<file path="config.mk">
export PLATFORM = sky130hd
export DESIGN_NAME = rtcp_top
export DESIGN_NICKNAME = d
export VERILOG_FILES = /design/src/verilog/rtcp_pkg.sv /design/src/verilog/rtcp_slow_tick.sv /design/src/verilog/rtcp_top.sv
export SDC_FILE = /design/constraint.sdc
export NUM_CORES = 1
export LEC_CHECK = 0
export ABC_AREA = 1
export BUFFER_PORTS_ARGS = -buffer_cell sky130_fd_sc_hd__clkbuf_2
export CAP_MARGIN = 15
export CORE_ASPECT_RATIO = 1.4
export CORE_MARGIN = 2
export CORE_UTILIZATION = 53
export DETAILED_ROUTE_END_ITERATION = 6
export GPL_ROUTABILITY_DRIVEN = 1
export PLACE_DENSITY = 0.77
export SLEW_MARGIN = 15
export SYNTH_ARGS = -nofsm -noshare
export SYNTH_HDL_FRONTEND = slang
export SYNTH_HIERARCHICAL = 1
export SYNTH_SLANG_ARGS = --single-unit
</file>
<file path="constraint.sdc">
create_clock -name core_clk -period 2.3 [get_ports core_clk]
set_clock_uncertainty 0.2 [all_clocks]
set_input_delay 0 -clock core_clk [delete_from_list [all_inputs] [get_ports core_clk]]
set_output_delay 0 -clock core_clk [all_outputs]
set_load 0.05 [all_outputs]
</file>
<file path="src/verilog/rtcp_pkg.sv">
// Package for the real-time counter and periodic tick timer: register map, fields, constants
package rtcp_pkg;

  // Register byte addresses (one aligned 32-bit word each)
  localparam logic [7:0] ADDR_CTRL      = 8'h00;
  localparam logic [7:0] ADDR_STATUS    = 8'h04;
  localparam logic [7:0] ADDR_INTCTRL   = 8'h08;
  localparam logic [7:0] ADDR_INTFLAGS  = 8'h0c;
  localparam logic [7:0] ADDR_DBGCTRL   = 8'h14;
  localparam logic [7:0] ADDR_CLKSEL    = 8'h1c;
  localparam logic [7:0] ADDR_COUNT     = 8'h20;
  localparam logic [7:0] ADDR_PERIOD    = 8'h28;
  localparam logic [7:0] ADDR_COMPARE   = 8'h30;
  localparam logic [7:0] ADDR_TICKCTRL  = 8'h40;
  localparam logic [7:0] ADDR_TICKSTAT  = 8'h44;
  localparam logic [7:0] ADDR_TICKINTEN = 8'h48;
  localparam logic [7:0] ADDR_TICKFLAG  = 8'h4c;

  // Control and flag register field positions
  localparam int CTRL_EN_BIT      = 0;
  localparam int CTRL_PRESC_LSB   = 3;
  localparam int CTRL_STDBY_BIT   = 7;
  localparam int TICK_EN_BIT      = 0;
  localparam int TICK_PER_LSB     = 3;
  localparam int FLAG_OVF_BIT     = 0;
  localparam int FLAG_CMP_BIT     = 1;

  // Reset values
  localparam logic [15:0] RST_PERIOD  = 16'hffff;
  localparam logic [15:0] RST_COMPARE = 16'h0000;
  localparam logic [15:0] RST_COUNT   = 16'h0000;

  // Slow clock sources
  typedef enum logic [1:0] {
    RTCP_SRC_ULP     = 2'h0,
    RTCP_SRC_ULP_D32 = 2'h1,
    RTCP_SRC_XTAL    = 2'h2,
    RTCP_SRC_EXT     = 2'h3
  } rtcp_src_t;

  localparam logic [4:0] ULP_DIV_LAST = 5'h1f;  // Divide by 32
  localparam int SYNC_BUSY_CYCLES = 3;           // Unused; the busy flags stay set one cycle after a write
  localparam int SLOW_HZ = 32768;
  localparam int CORE_HZ = 200000000;

  // Counter event outputs grouped together
  typedef struct packed {
    logic ovf;
    logic cmp;
  } rtcp_evt_t;

endpackage

</file>
<file path="src/verilog/rtcp_slow_tick.sv">
// Slow clock source selection and edge detection into one-cycle core enables
`timescale 1ns/10ps
module rtcp_slow_tick (
  // Clock and reset
  input  wire logic       core_clk,
  input  wire logic       rstn,
  // Source pins, asynchronous to core_clk
  input  wire logic       ultra_low_power_osc,
  input  wire logic       watch_crystal_osc,
  input  wire logic       ext_clk_in,
  // Selection
  input  wire logic [1:0] src_sel,
  // One-cycle pulse per slow-clock rising edge
  output logic            slow_tick
);

  logic [2:0] s1_r;
  logic [2:0] s2_r;
  logic [2:0] s3_r;
  logic [4:0] ulp_div_r;
  logic [2:0] rise;
  logic       sel_tick;

  // Two-flop synchronisers; third stage only for edge detection
  always_ff @(posedge core_clk) begin
    if (!rstn) begin
      s1_r <= 3'h0;
      s2_r <= 3'h0;
      s3_r <= 3'h0;
    end else begin
      s1_r <= {ext_clk_in, watch_crystal_osc, ultra_low_power_osc};
      s2_r <= s1_r;
      s3_r <= s2_r;
    end
  end

  assign rise = s2_r & ~s3_r;

  // Oscillator divided by 32, counted in rising edges
  always_ff @(posedge core_clk) begin
    if (!rstn) begin
      ulp_div_r <= 5'h00;
    end else if (rise[0]) begin
      ulp_div_r <= ulp_div_r + 5'h01;
    end
  end

  // Four-way source mux
  always_comb begin
    unique case (rtcp_pkg::rtcp_src_t'(src_sel))
      rtcp_pkg::RTCP_SRC_ULP:     sel_tick = rise[0];
      rtcp_pkg::RTCP_SRC_ULP_D32: sel_tick = rise[0] && (ulp_div_r == rtcp_pkg::ULP_DIV_LAST);
      rtcp_pkg::RTCP_SRC_XTAL:    sel_tick = rise[1];
      rtcp_pkg::RTCP_SRC_EXT:     sel_tick = rise[2];
    endcase
  end

  always_ff @(posedge core_clk) begin
    if (!rstn) begin
      slow_tick <= 1'b0;
    end else begin
      slow_tick <= sel_tick;
    end
  end

endmodule

</file>
<file path="src/verilog/rtcp_top.sv">
// Real-time counter with prescaler, compare and period, plus periodic tick timer
`timescale 1ns/10ps
// Behaviour
// - 16-bit counter compared to period and compare
// - Compare event on count after match
// - Overflow event on count after period match
// - Overflow returns counter to zero
// - Prescaler divides reference before the counter
// - Four selectable slow clock sources
// - Tick timer runs independent of counter enable
// - Tick interrupt 4..32768, events 64..8192
// - Tick timer uses same slow clock
// - Halt with processor under debugger
// - Debug run bit keeps block running
// - Wake from sleep, keep counting asleep
// - Enable bit starts and stops counting
// - Standby needs run bit; tick runs in standby
// - Interrupt held while enabled and flag set
module rtcp_top (
  // Clock and reset
  input  wire logic        core_clk,
  input  wire logic        rstn,
  // Wishbone classic slave
  input  wire logic        wb_cyc_i,
  input  wire logic        wb_stb_i,
  input  wire logic        wb_we_i,
  input  wire logic [7:0]  wb_adr_i,
  input  wire logic [3:0]  wb_sel_i,
  input  wire logic [31:0] wb_dat_i,
  output logic [31:0]      wb_dat_o,
  output logic             wb_ack_o,
  // Slow clock sources (pins)
  input  wire logic        ultra_low_power_osc,
  input  wire logic        watch_crystal_osc,
  input  wire logic        ext_clk_in,
  // System state (pins)
  input  wire logic        debug_halt,
  input  wire logic        standby_sleep,
  // Interrupt requests and wake
  output logic             counter_irq,
  output logic             tick_irq,
  output logic             wake_req,
  // Events, one-cycle pulses
  output rtcp_pkg::rtcp_evt_t counter_evt,
  output logic [7:0]       tick_evt
);

  logic        slow_tick;
  logic [1:0]  halt_s_r;
  logic [1:0]  stdby_s_r;
  logic        ctrl_en_r;
  logic [3:0]  presc_sel_r;
  logic        stdby_run_r;
  logic [1:0]  intctrl_r;
  logic [1:0]  flags_r;
  logic        dbg_run_r;
  logic [1:0]  clksel_r;
  logic [15:0] count_r;
  logic [15:0] period_r;
  logic [15:0] compare_r;
  logic [14:0] presc_cnt_r;
  logic        tick_en_r;
  logic [3:0]  tick_per_r;
  logic        tick_ie_r;
  logic        tick_flag_r;
  logic [14:0] tick_cnt_r;
  logic [3:0]  busy_r;
  logic        tick_busy_r;
  logic        bus_req;
  logic        wr;
  logic        running;
  logic        cnt_step;
  logic        tick_step;
  logic [14:0] tick_nxt;
  logic [1:0]  evt_set;
  logic        tick_set;

  // Selected source, synchronised and turned into enable pulses
  // Switching source while counting may shorten one slow period
  rtcp_slow_tick u_slow (
    .core_clk            (core_clk),
    .rstn                (rstn),
    .ultra_low_power_osc (ultra_low_power_osc),
    .watch_crystal_osc   (watch_crystal_osc),
    .ext_clk_in          (ext_clk_in),
    .src_sel             (clksel_r),
    .slow_tick           (slow_tick)
  );

  // Power of two mask test: divider hits when low bits all ones
  // Shared by prescaler, tick interrupt and tick events so the periods agree
  function automatic logic pow2_hit(input logic [14:0] cnt, input logic [3:0] sel);
    logic [14:0] mask;
    mask = 15'((16'h0001 << sel) - 16'h0001);
    return (cnt & mask) == mask;
  endfunction

  // Pin level synchronisers
  // Only the second stage is read, the first may be metastable
  always_ff @(posedge core_clk) begin
    if (!rstn) begin
      halt_s_r  <= 2'h0;
      stdby_s_r <= 2'h0;
    end else begin
      halt_s_r  <= {halt_s_r[0], debug_halt};
      stdby_s_r <= {stdby_s_r[0], standby_sleep};
    end
  end

  // Stopped under debug halt unless debug run set; standby needs its run bit
  assign running = (!halt_s_r[1] || dbg_run_r)
                 && (!stdby_s_r[1] || stdby_run_r);

  // A held request is answered every other cycle: ack blocks a take in its own cycle
  assign bus_req = wb_cyc_i && wb_stb_i && !wb_ack_o;
  assign wr      = bus_req && wb_we_i && wb_sel_i[0];

  // Prescaler counts slow ticks; counter steps at the chosen power of two
  // Disabling clears it so that every enable starts a full prescaled period
  always_ff @(posedge core_clk) begin
    if (!rstn || !ctrl_en_r) begin
      presc_cnt_r <= 15'h0000;
    end else if (slow_tick && running) begin
      presc_cnt_r <= presc_cnt_r + 15'h0001;
    end
  end

  assign cnt_step = ctrl_en_r && running && slow_tick
                  && pow2_hit(presc_cnt_r, presc_sel_r);

  // Counter with wrap at period; a software write wins over a step
  // Writing COUNT in a step cycle drops that step, never the written value
  always_ff @(posedge core_clk) begin
    if (!rstn) begin
      count_r <= rtcp_pkg::RST_COUNT;
    end else if (wr && wb_adr_i == rtcp_pkg::ADDR_COUNT) begin
      count_r <= wb_dat_i[15:0];
    end else if (cnt_step) begin
      count_r <= (count_r == period_r) ? 16'h0000 : count_r + 16'h0001;
    end
  end

  // Events fire at the count that leaves the equal value, so overflow and
  // the wrap to zero are one and the same step
  assign evt_set = {cnt_step && (count_r == compare_r),
                    cnt_step && (count_r == period_r)};

  always_ff @(posedge core_clk) begin
    if (!rstn) begin
      counter_evt <= '0;
    end else begin
      counter_evt.cmp <= evt_set[1];
      counter_evt.ovf <= evt_set[0];
    end
  end

  // Tick timer free-runs on the same slow clock, independent of counter enable
  // It ignores standby on purpose; only its enable bit or a debugger halt can stop it
  assign tick_step = tick_en_r && slow_tick && (!halt_s_r[1] || dbg_run_r);
  assign tick_nxt  = tick_cnt_r + 15'h0001;

  always_ff @(posedge core_clk) begin
    if (!rstn || !tick_en_r) begin
      tick_cnt_r <= 15'h0000;
    end else if (tick_step) begin
      tick_cnt_r <= tick_nxt;
    end
  end

  // Interrupt period 4..32768 selected by code 1..14; code 0 is off
  // Code 15 would ask for 65536, beyond the 15-bit tick counter, so it is off too
  assign tick_set = tick_step && (tick_per_r != 4'h0) && (tick_per_r != 4'hf)
                  && pow2_hit(tick_cnt_r, 4'(tick_per_r + 4'h1));

  // Event k fires every 8192 >> k slow periods
  // A mask of 13 - k ones gives a period of 2 to the power 13 - k
  always_ff @(posedge core_clk) begin
    if (!rstn) begin
      tick_evt <= 8'h00;
    end else begin
      for (int k = 0; k < 8; k++) begin
        tick_evt[k] <= tick_step && pow2_hit(tick_cnt_r, 4'(13 - k));
      end
    end
  end

  // Sticky flags, set beats a same-cycle clear by write-one
  // so an event that lands on the clearing write is never lost
  always_ff @(posedge core_clk) begin
    if (!rstn) begin
      flags_r     <= 2'h0;
      tick_flag_r <= 1'b0;
    end else begin
      if (wr && wb_adr_i == rtcp_pkg::ADDR_INTFLAGS) begin
        flags_r <= (flags_r & ~wb_dat_i[1:0]) | evt_set;
      end else begin
        flags_r <= flags_r | evt_set;
      end
      if (wr && wb_adr_i == rtcp_pkg::ADDR_TICKFLAG) begin
        tick_flag_r <= (tick_flag_r & ~wb_dat_i[0]) | tick_set;
      end else begin
        tick_flag_r <= tick_flag_r | tick_set;
      end
    end
  end

  // Requests held while enabled and flagged; they also serve as wake
  // Registered so the outputs come straight from flip-flops, one cycle after the flag
  always_ff @(posedge core_clk) begin
    if (!rstn) begin
      counter_irq <= 1'b0;
      tick_irq    <= 1'b0;
      wake_req    <= 1'b0;
    end else begin
      counter_irq <= |(flags_r & intctrl_r);
      tick_irq    <= tick_flag_r && tick_ie_r;
      wake_req    <= |(flags_r & intctrl_r) || (tick_flag_r && tick_ie_r);
    end
  end

  // Software registers; writes take effect at the ack edge
  always_ff @(posedge core_clk) begin
    if (!rstn) begin
      ctrl_en_r   <= 1'b0;
      presc_sel_r <= 4'h0;
      stdby_run_r <= 1'b0;
      intctrl_r   <= 2'h0;
      dbg_run_r   <= 1'b0;
      clksel_r    <= 2'h0;
      period_r    <= rtcp_pkg::RST_PERIOD;
      compare_r   <= rtcp_pkg::RST_COMPARE;
      tick_en_r   <= 1'b0;
      tick_per_r  <= 4'h0;
      tick_ie_r   <= 1'b0;
    end else if (wr) begin
      unique case (wb_adr_i)
        rtcp_pkg::ADDR_CTRL: begin
          ctrl_en_r   <= wb_dat_i[rtcp_pkg::CTRL_EN_BIT];
          presc_sel_r <= wb_dat_i[rtcp_pkg::CTRL_PRESC_LSB +: 4];
          stdby_run_r <= wb_dat_i[rtcp_pkg::CTRL_STDBY_BIT];
        end
        rtcp_pkg::ADDR_INTCTRL:   intctrl_r  <= wb_dat_i[1:0];
        rtcp_pkg::ADDR_DBGCTRL:   dbg_run_r  <= wb_dat_i[0];
        rtcp_pkg::ADDR_CLKSEL:    clksel_r   <= wb_dat_i[1:0];
        rtcp_pkg::ADDR_PERIOD:    period_r   <= wb_dat_i[15:0];
        rtcp_pkg::ADDR_COMPARE:   compare_r  <= wb_dat_i[15:0];
        rtcp_pkg::ADDR_TICKINTEN: tick_ie_r  <= wb_dat_i[0];
        rtcp_pkg::ADDR_TICKCTRL: begin
          tick_en_r  <= wb_dat_i[rtcp_pkg::TICK_EN_BIT];
          tick_per_r <= wb_dat_i[rtcp_pkg::TICK_PER_LSB +: 4];
        end
        default: ;
      endcase
    end
  end

  // Busy flags: set on write, cleared after a short settle (informative only)
  // Registers here settle in the core clock, so software never waits longer
  always_ff @(posedge core_clk) begin
    if (!rstn) begin
      busy_r      <= 4'h0;
      tick_busy_r <= 1'b0;
    end else begin
      busy_r[0]   <= wr && wb_adr_i == rtcp_pkg::ADDR_CTRL;
      busy_r[1]   <= wr && wb_adr_i == rtcp_pkg::ADDR_COUNT;
      busy_r[2]   <= wr && wb_adr_i == rtcp_pkg::ADDR_PERIOD;
      busy_r[3]   <= wr && wb_adr_i == rtcp_pkg::ADDR_COMPARE;
      tick_busy_r <= wr && wb_adr_i == rtcp_pkg::ADDR_TICKCTRL;
    end
  end

  // Ack one cycle after the request; unmapped reads return zero
  always_ff @(posedge core_clk) begin
    if (!rstn) begin
      wb_ack_o <= 1'b0;
      wb_dat_o <= 32'h0000_0000;
    end else begin
      wb_ack_o <= bus_req;
      wb_dat_o <= 32'h0000_0000;
      if (bus_req && !wb_we_i) begin
        unique case (wb_adr_i)
          rtcp_pkg::ADDR_CTRL:
            wb_dat_o <= {24'h0, stdby_run_r, presc_sel_r, 2'h0, ctrl_en_r};
          rtcp_pkg::ADDR_STATUS:    wb_dat_o <= {28'h0, busy_r[3], busy_r[2], busy_r[1], busy_r[0]};
          rtcp_pkg::ADDR_INTCTRL:   wb_dat_o <= {30'h0, intctrl_r};
          rtcp_pkg::ADDR_INTFLAGS:  wb_dat_o <= {30'h0, flags_r};
          rtcp_pkg::ADDR_DBGCTRL:   wb_dat_o <= {31'h0, dbg_run_r};
          rtcp_pkg::ADDR_CLKSEL:    wb_dat_o <= {30'h0, clksel_r};
          rtcp_pkg::ADDR_COUNT:     wb_dat_o <= {16'h0, count_r};
          rtcp_pkg::ADDR_PERIOD:    wb_dat_o <= {16'h0, period_r};
          rtcp_pkg::ADDR_COMPARE:   wb_dat_o <= {16'h0, compare_r};
          rtcp_pkg::ADDR_TICKCTRL:  wb_dat_o <= {25'h0, tick_per_r, 2'h0, tick_en_r};
          rtcp_pkg::ADDR_TICKSTAT:  wb_dat_o <= {31'h0, tick_busy_r};
          rtcp_pkg::ADDR_TICKINTEN: wb_dat_o <= {31'h0, tick_ie_r};
          rtcp_pkg::ADDR_TICKFLAG:  wb_dat_o <= {31'h0, tick_flag_r};
          default:                  wb_dat_o <= 32'h0000_0000;
        endcase
      end
    end
  end

endmodule

</file>
**After elaboration in Yosys (flattened, before gate mapping)**

Cells that the tools add are included.

- Register bits: 168
- Input bits: 54

- Reduce and logical (&&, ||, !) cells: 60
- Mux-type cells: 7
- Shifts and indexed selects: 2
- Equal/unequal tests: 29
- Add/sub/neg operators: 7
- Bitwise logic cells: 13

Operators with widths:

| kind | count |
|---|---|
| $pmux 16 s13 | 1 |
| $mux 16 | 3 |
| $logic_and 1x1->1 | 34 |
| $eq 16x16->1 | 2 |
| $eq 8x7->1 const B | 4 |
| $add 15x1->15 const B | 2 |
| $and 15x15->15 | 2 |
| $eq 15x15->1 | 2 |
| $shl 1x4->15 const A | 2 |
| $sub 15x1->15 const B | 2 |
| $eq 8x6->1 const B | 3 |
| $reduce_and 2->1 | 9 |
| $add 16x1->16 const B | 1 |
| $eq 8x4->1 const B | 2 |
| $eq 8x5->1 const B | 2 |
| $eq 13x13->1 const B | 1 |
| $eq 12x12->1 const B | 1 |
| $eq 11x11->1 const B | 1 |
| $eq 10x10->1 const B | 1 |
| $eq 9x9->1 const B | 1 |
| $eq 8x3->1 const B | 1 |
| $eq 8x8->1 const B | 1 |
| $logic_not 8->1 | 1 |
| $eq 7x7->1 const B | 1 |
| other kinds (24) | 38 |

**Depth between registers and ports, before layout**

Gate-level depths: netlist (run 1).

- Depth in word-level cells: 9
- Depth in mapped cells: 17
- Depth with buffers taken out: 16

**Modules after synthesis**

The synthesis (run 1) kept the hierarchy.

Modules (own cells, without submodules):

| module | seq. area each (µm²) | times used | cells an instance | area an instance (µm²) |
|---|---|---|---|---|
| rtcp_top | 2742.6 | 1 | 1069 | 7183.1 |
| rtcp_slow_tick | 300.3 | 1 | 72 | 554.3 |

**Worst setup path before layout (run 1)**

No wires, ideal clock.

- Kind: register to register
- From: register presc_sel_r[0]
- To: register count_r[2]
- Arrival time: 1.854 ns
- Clock period less this slack: 2.187 ns
- Setup slack: 0.113 ns
- Buffers on the path: 1
- Cell stages (with the launch flop): 16
- Path through: dfxtp_1 -> nor2_1 -> nand2_2 -> ha_1 -> inv_1 -> nand2_1 -> nand3_1 -> nor2_1 -> nand2_1 -> nor2_1 -> nand3_1 -> nor2_1 -> nand2_2 -> buf_2 -> nand3_1 -> a21oi_1

- Word-level cells in the longest chain between the ends: 6

Ends and longest elaborated chain:

| element | RTL line | RTL |
|---|---|---|
| start, declared | rtcp_top.sv:52 | `logic [3:0] presc_sel_r;` |
| start signal, assigned | rtcp_top.sv:239 | `presc_sel_r <= wb_dat_i[rtcp_pkg::CTRL_PRESC_LSB +: 4];` |
| $shl 1x4->15 (*) | rtcp_top.sv:94 | `mask = 15'((16'h0001 << sel) - 16'h0001);` |
| $sub 15x1->15 (*) | rtcp_top.sv:94 |  |
| $and 15x15->15 | rtcp_top.sv:95 | `return (cnt & mask) == mask;` |
| $eq 15x15->1 (*) | rtcp_top.sv:95 |  |
| $logic_and 1x1->1 (*) | rtcp_top.sv:129 | `&& pow2_hit(presc_cnt_r, presc_sel_r);` |
| $reduce_bool 2->1 (no source line) (*) | - |  |
| end signal, assigned | rtcp_top.sv:135 | `count_r <= rtcp_pkg::RST_COUNT;` |
| end signal, assigned | rtcp_top.sv:137 | `count_r <= wb_dat_i[15:0];` |
| end signal, assigned | rtcp_top.sv:139 | `count_r <= (count_r == period_r) ? 16'h0000 : count_r + 16'h0001;` |
| end, declared | rtcp_top.sv:58 | `logic [15:0] count_r;` |

Mark *: on every way between the ends. The rest lies on a longest branch, timed or not.
A chain may end at the register's enable or synchronous reset.

**Final worst setup path (run 1)**

- From: register presc_sel_r[3]
- To: register count_r[5]

The elaborated chain is that of the path after synthesis.

==> out/summary.txt, run 1 <==
Status: finished, violations left
WP data arrival: 2.44 ns
Maximum VDD drop: 0.0004806 V
Peak per-stage delay on the critical path: 0.33 ns
Critical path class: reg2reg
Crit. End Element: flop
RePlAce Congestion: 0.9581
FF-to-FF path depth: 15
Top cells by area, synth: dfxtp_1, nand2_1, inv_1, nor2_1, nand3_1
Post-synth EDFFs: 0
Rows: 52
Initial core utilization: 53.81%
Hold path cells: 6
CP required: 2.40 ns
TNS Setup: -0.3797 ns
Post-synth top area share: 39.33%
Die height: 147.0 µm
Synth warn: 6
CTS buffer count: 17
Critical R2R Launch: presc_sel_r[3]
Routed vias/inst: 5.472
Nets@finish: 1340
Final worst slack: -0.04489 ns
Final design utilization: 67.45%
Global-route wire length before repair: 36130 µm
Clk pin slew, worst setup/hold paths: 0.06 ns
Total Routing Usage GR: 29.10%
Reg-to-reg slack, setup: -0.04 ns
Drt drc: 0
Final Hold Vio Count: 0
HPWL after DPL: 15940 µm
Pwr Total: 5.902 mW
Die width: 106.1 µm
FFs w/ async S/R, synth: 0%
TritonCTS clock tree: done
DIE AREA: 15590 µm²
Cell at the root of the clock tree: clkbuf_16
Placed cell count: 1400
Area grow syn2layout: 25.34%
CTS sink cnt: 152
Sequential area share after synthesis: 39.33%
Final worst path period need: 2.345 ns
GR Overflow Total: 0
Hold Startpoint: wb_cyc_i
Clock Tree Buf Depth: 2
Rel. slew slack: 65.79%
Dominant synthesized flop cell: dfxtp_1
# diodes: 0
Vias in the first global route: 7685
IO Pins: 100
Initial DRC Count: 601
Initial antenna violation count: 0
Fmax: 0.4265 GHz
Top post-synthesis cells by count: nand2_1, dfxtp_1, inv_1
Max cap viols: 0
Syn Area/Cell: 6.781 µm²
Routed WL per cell: 15.47 µm
Most common cell in the synthesized netlist: nand2_1
Final Max Slew Viols: 0
Netlist Area Pre-Place: 7737 µm²
Worst R2R End: count_r[5]
Buf/Inv on CP: 2
Worst-Skew Late Latency: 0.43 ns
H-tree depth: 4
Core Box Area: 14380 µm²
Hold crit path type: in2reg
Total Routed Length: 22900 µm
CP Launch Type: flop
Share of layout cells above drive strength 1: 16.03%
Hold EP: ctrl_en_r
Largest area contributor in the netlist: dfxtp_1
CP top delay family: simple AND/OR/NAND/NOR gates
Worst-path fanout max: 8
RSZ-0062 raised after global routing: true
Setup violators final: 15
Crit-path cells: nor2_4, nand3_2, ha_4, inv_2, nand2_1, nand3_1, nor2_1, nand2_1, nor2_1, nand3_1, nor2_2, nand2_4, buf_6, nand3_2, a21oi_1
Final std cells w/o fill: 1480
Via count: 8098
Final Cycle Share: 102.0%
Largest net degree at the start of global routing: 39
Min Hold Slack: 0.05681 ns
Levels on crit path: 15
Worst Max-Slew Pin Slew: 0.5125 ns
Post-synth cell types: 40
Synthesized flop and latch total: 152
Pwr/cell area: 608.6 nW/µm²
IO buf count: 64
ANT nets after route: 0
Synth Instances: 1141
Failing checks: negative setup slack
Drt pass-1 iters: 5
Slowest CP cell: dfxtp_2
Leakage power total: 4.042 nW
how the worst max path moves through the flow:
stage,endpoint,slack [ns],from
after floorplan,count_r[2],0.11,presc_sel_r[0]
after global placement,count_r[2],0.02,presc_sel_r[0]
after detailed placement,flags_r[0],-0.04,presc_sel_r[0]
after CTS,tick_flag_r,0.03,tick_per_r[2]
after global routing,count_r[6],-0.19,presc_sel_r[3]
final,count_r[5],-0.04,presc_sel_r[3]
per-stage QoR:
| step | setup WS (ns) | cell area, µm² |
|---|---|---|
| CTS | 0.02567 | 9478 |
| global placement | 0.02003 | 8422 |
| global route | -0.1852 | 9698 |
| floorplan | 0.1133 | 7794 |
| detailed placement | -0.04142 | 8422 |
| finish | -0.04489 | 9698 |
final cells by class:
type                       count  area, µm²
fill                        1241       4681
clock inverter                12      163.9
sequential                   152       3045
clock buffer                  20      466.7
tap                          189      236.5
inverter                     145      550.5
timing repair inverter         1      7.507
multi-input combinational    798       4045
timing repair buffer         163       1182
cell usage in the layout (no fill, tap or decap), types with 5 or more instances in the layout:
master and instances:
o21ai_0 73, dfxtp_1 150, xor2_1 19, nand3_2 14, a31oi_1 6, ha_1 7, nand4_1 19, nand2_1 241
clkinvlp_4 5, clkbuf_2 64, xnor2_1 16, inv_1 140, conb_1 16, nor3_1 27, o211ai_1 7, nand3_1 71
o22ai_1 17, a21oi_1 82, nand3b_1 5, nand2_2 8, nor2_4 5, buf_6 5, clkbuf_16 17, buf_4 54
nor2_2 6, nor2_1 124, a221oi_1 5, dlygate4sd3_1 40
worst register-to-register path, cell delays in order (launching register included):
cell	delay, ns
dfxtp_2	0.33
nor2_4	0.14
nand3_2	0.10
ha_4	0.28
inv_2	0.02
nand2_1	0.05
nand3_1	0.06
nor2_1	0.10
nand2_1	0.06
nor2_1	0.09
nand3_1	0.10
nor2_2	0.15
nand2_4	0.19
buf_6	0.21
nand3_2	0.05
a21oi_1	0.07
sequential cells by signal, summed over array words and instances, names as in the netlist, 2 cells and up:
name              flops
clksel_r              2
intctrl_r             2
counter_evt           2
presc_cnt_r          15
u_slow/s3_r           3
u_slow/s1_r           3
stdby_s_r             2
period_r             16
presc_sel_r           4
tick_evt              8
wb_dat_o             16
u_slow/ulp_div_r      5
halt_s_r              2
compare_r            16
tick_per_r            4
tick_cnt_r           15
busy_r                4
count_r              16
u_slow/s2_r           3
flags_r               2
timing repair:
action,in CTS,in global routing
hold buffers,39,1
gates resized for setup,5,42
hold endpoints to repair,96,1
endpoints found under the setup margin,17,39
setup buffers,1,4
cloned,1,2
pin swaps,1,10
power by group:
part / total (mW) / leakage [nW] / internal, mW / switching (mW)
registers: 2.65 / 1.23 / 2.65 / 0.00609
clock network: 2.98 / 0.302 / 1.81 / 1.17
logic: 0.272 / 2.51 / 0.0915 / 0.181
layer usage:
| layer | vias to the layer above | wire (µm) | GRT usage (%) |
|---|---|---|---|
| met5 | - | 0 | 0 |
| met4 | 0 | 1485 | 17.70 |
| met3 | 117 | 1601 | 5.679 |
| met2 | 390 | 11210 | 50.22 |
| met1 | 3647 | 8601 | 32.78 |
| li1 | 3944 | - | - |
logic make-up after synthesis:
family | share of synthesized area [%]
xor gates and xnor gates | 3.962
DFF | 39.33
adders and majority gates | 1.294
AOI/OAI and AO/OA | 14.62
other | 0.04847
and+or+nand+nor | 29.50
buffers and inverters | 11.25
Power figures use the tool's default switching activity.
==> run 2, diff against run 1 <==
Settings changed: SKIP_LAST_GASP from default to 1.
==> run 2 against run 1 <==
Effect of this change:
- the run still ends with negative setup slack left
- clock-buffer cell count unchanged
- cell area is essentially flat
- power is essentially flat
- maximum frequency increased by 0.30%
- die area unchanged
- critical path type unchanged
- highest routed layer unchanged
==> out/summary.txt, run 2 (same netlist as run 1, synthesis figures left out) <==
Buf/Inv on CP: 2
Share of layout cells above drive strength 1: 15.96%
Area grow syn2layout: 25.32%
Fill cells: 1242
Switching share of power: 22.95%
H-tree depth: 4
Share of total power in sequential cells: 44.9%
Initial DRC Count: 629
RSZ-0062 raised after global routing: true
Final Cycle Share: 101.6%
Nets@finish: 1340
Critical R2R Launch: presc_sel_r[3]
Global-route wire length before repair: 36130 µm
Pwr Total: 5.903 mW
Clk pwr share: 50.5%
Post-layout instance area: 9697 µm²
Crit. End Element: flop
GR Overflow Total: 0
Die width: 106.1 µm
Die height: 147.0 µm
Fmax: 0.4278 GHz
Hold crit path type: in2reg
Status: finished, violations left
Largest net degree at the start of global routing: 39
Peak per-stage delay on the critical path: 0.33 ns
Clock Tree Buf Depth: 2
Total Routed Length: 22940 µm
Reg-to-reg slack, setup: -0.04 ns
TritonCTS clock tree: done
Total Routing Usage GR: 29.10%
Most frequent cells in the layout: nand2_1, dfxtp_1, inv_1
Drt drc: 0
Final worst path period need: 2.338 ns
Setup violators final: 12
IO buf count: 64
FF-to-FF path depth: 15
Final worst slack: -0.03779 ns
Final design utilization: 67.44%
Net Switching: 1.355 mW
Slowest CP cell: dfxtp_2
# diodes: 0
Vias in the first global route: 7685
Max cap viols: 0
Leakage power total: 4.041 nW
Multi-input logic area: 4045 µm²
CP required: 2.40 ns
CP top delay family: simple AND/OR/NAND/NOR gates
Worst Max-Slew Pin Slew: 0.5116 ns
Clk pin slew, worst setup/hold paths: 0.06 ns
DIE AREA: 15590 µm²
Hold path cells: 6
Critical path class: reg2reg
Worst R2R End: count_r[5]
Worst-Skew Late Latency: 0.43 ns
Hold Startpoint: wb_cyc_i
Via count: 8123
Drt pass-1 iters: 5
Hold EP: ctrl_en_r
HPWL after DPL: 15940 µm
Final Hold Vio Count: 0
RePlAce Congestion: 0.9581
CP Launch Type: flop
Maximum VDD drop: 0.0004828 V
CTS sink cnt: 152
TNS Setup: -0.2746 ns
Initial antenna violation count: 0
Core Box Area: 14380 µm²
Worst-path fanout max: 8
Placed cell area: 8422 µm²
Final Max Slew Viols: 0
Failing checks: negative setup slack
Cell at the root of the clock tree: clkbuf_16
Flip-flop and latch area: 3044 µm²
WP data arrival: 2.44 ns
CTS buffer count: 17
Routed vias/inst: 5.489
Rows: 52
Most common cell after layout, fill and taps aside: nand2_1
Placement Setup Slack: -0.04142 ns
Crit-path cells: nor2_4, nand3_2, ha_4, inv_2, nand2_1, nand3_1, nor2_1, nand2_1, nor2_1, nand3_1, nor2_2, nand2_4, buf_6, nand3_2, a21oi_1
Comb power frac: 4.6%
IO Pins: 100
Rel. slew slack: 65.85%
Pint: 4.548 mW
ANT nets after route: 0
Initial core utilization: 53.81%
Routed WL per cell: 15.50 µm
Pwr/cell area: 608.7 nW/µm²
run 2: cell counts in the layout (fill, tap and decap cells not counted):
Identical to the previous run, type by type.
run 2: power by group through the flow:
stage	registers [mW]	logic (mW)	clock network, mW
2_1_floorplan	2.71	0.147	0
3_3_place_gp	2.71	0.210	0
3_5_place_dp	2.71	0.212	0
4_1_cts	2.65	0.263	2.99
5_1_grt	2.65	0.291	3.11
6_report	2.65	0.272	2.98
run 2: worst max-delay path by stage:
stage,endpoint,startpoint,cells past startpoint
floorplan,count_r[2],presc_sel_r[0],15
global placement,count_r[2],presc_sel_r[0],15
detailed placement,flags_r[0],presc_sel_r[0],14
CTS,tick_flag_r,tick_per_r[2],13
global route,count_r[6],presc_sel_r[3],15
finish,count_r[5],presc_sel_r[3],15
run 2: area by class of cell:
| type | count | area share, % |
|---|---|---|
| multi-input cells | 798 | 41.72 |
| flip-flops and latches | 152 | 31.39 |
| repair buffers | 163 | 12.19 |
| inverters | 145 | 5.677 |
| clock buffers | 20 | 4.813 |
| well taps | 189 | 2.439 |
| clock inverters | 12 | 1.690 |
| repair inverters | 1 | 0.07742 |
run 2: metrics by stage:
step | instances | hold WS [ns]
6_report | 1480 | 0.04869
5_1_grt | 1480 | 0.1035
4_1_cts | 1473 | 0.07006
3_5_place_dp | 1400 | -0.01588
3_3_place_gp | 1400 | -0.01435
2_1_floorplan | 1156 | -0.1024
run 2: repair_timing:
| action | CTS | global route |
|---|---|---|
| pin swaps | 1 | 9 |
| setup endpoints to repair | 17 | 39 |
| setup buffers | 1 | 4 |
| hold endpoints to repair | 96 | 1 |
| resized for setup | 5 | 41 |
| hold buffers | 39 | 1 |
| cloned | 1 | 2 |
run 2: worst register-to-register path, stage by stage, from the launching register on:
cell and delay, ns:
dfxtp_2 0.33, nor2_4 0.14, nand3_2 0.10, ha_4 0.28
inv_2 0.02, nand2_1 0.05, nand3_1 0.06, nor2_1 0.10
nand2_1 0.06, nor2_1 0.09, nand3_1 0.10, nor2_2 0.15
nand2_4 0.18, buf_6 0.21, nand3_2 0.05, a21oi_1 0.07
run 2: metal layers:
layer / vias up / GRT usage, % / share of wire, %
li1: 3949 / - / -
met4: 0 / 17.70 / 6.1
met3: 115 / 5.679 / 7.0
met1: 3660 / 32.78 / 37
met2: 399 / 50.22 / 50
met5: - / 0 / 0
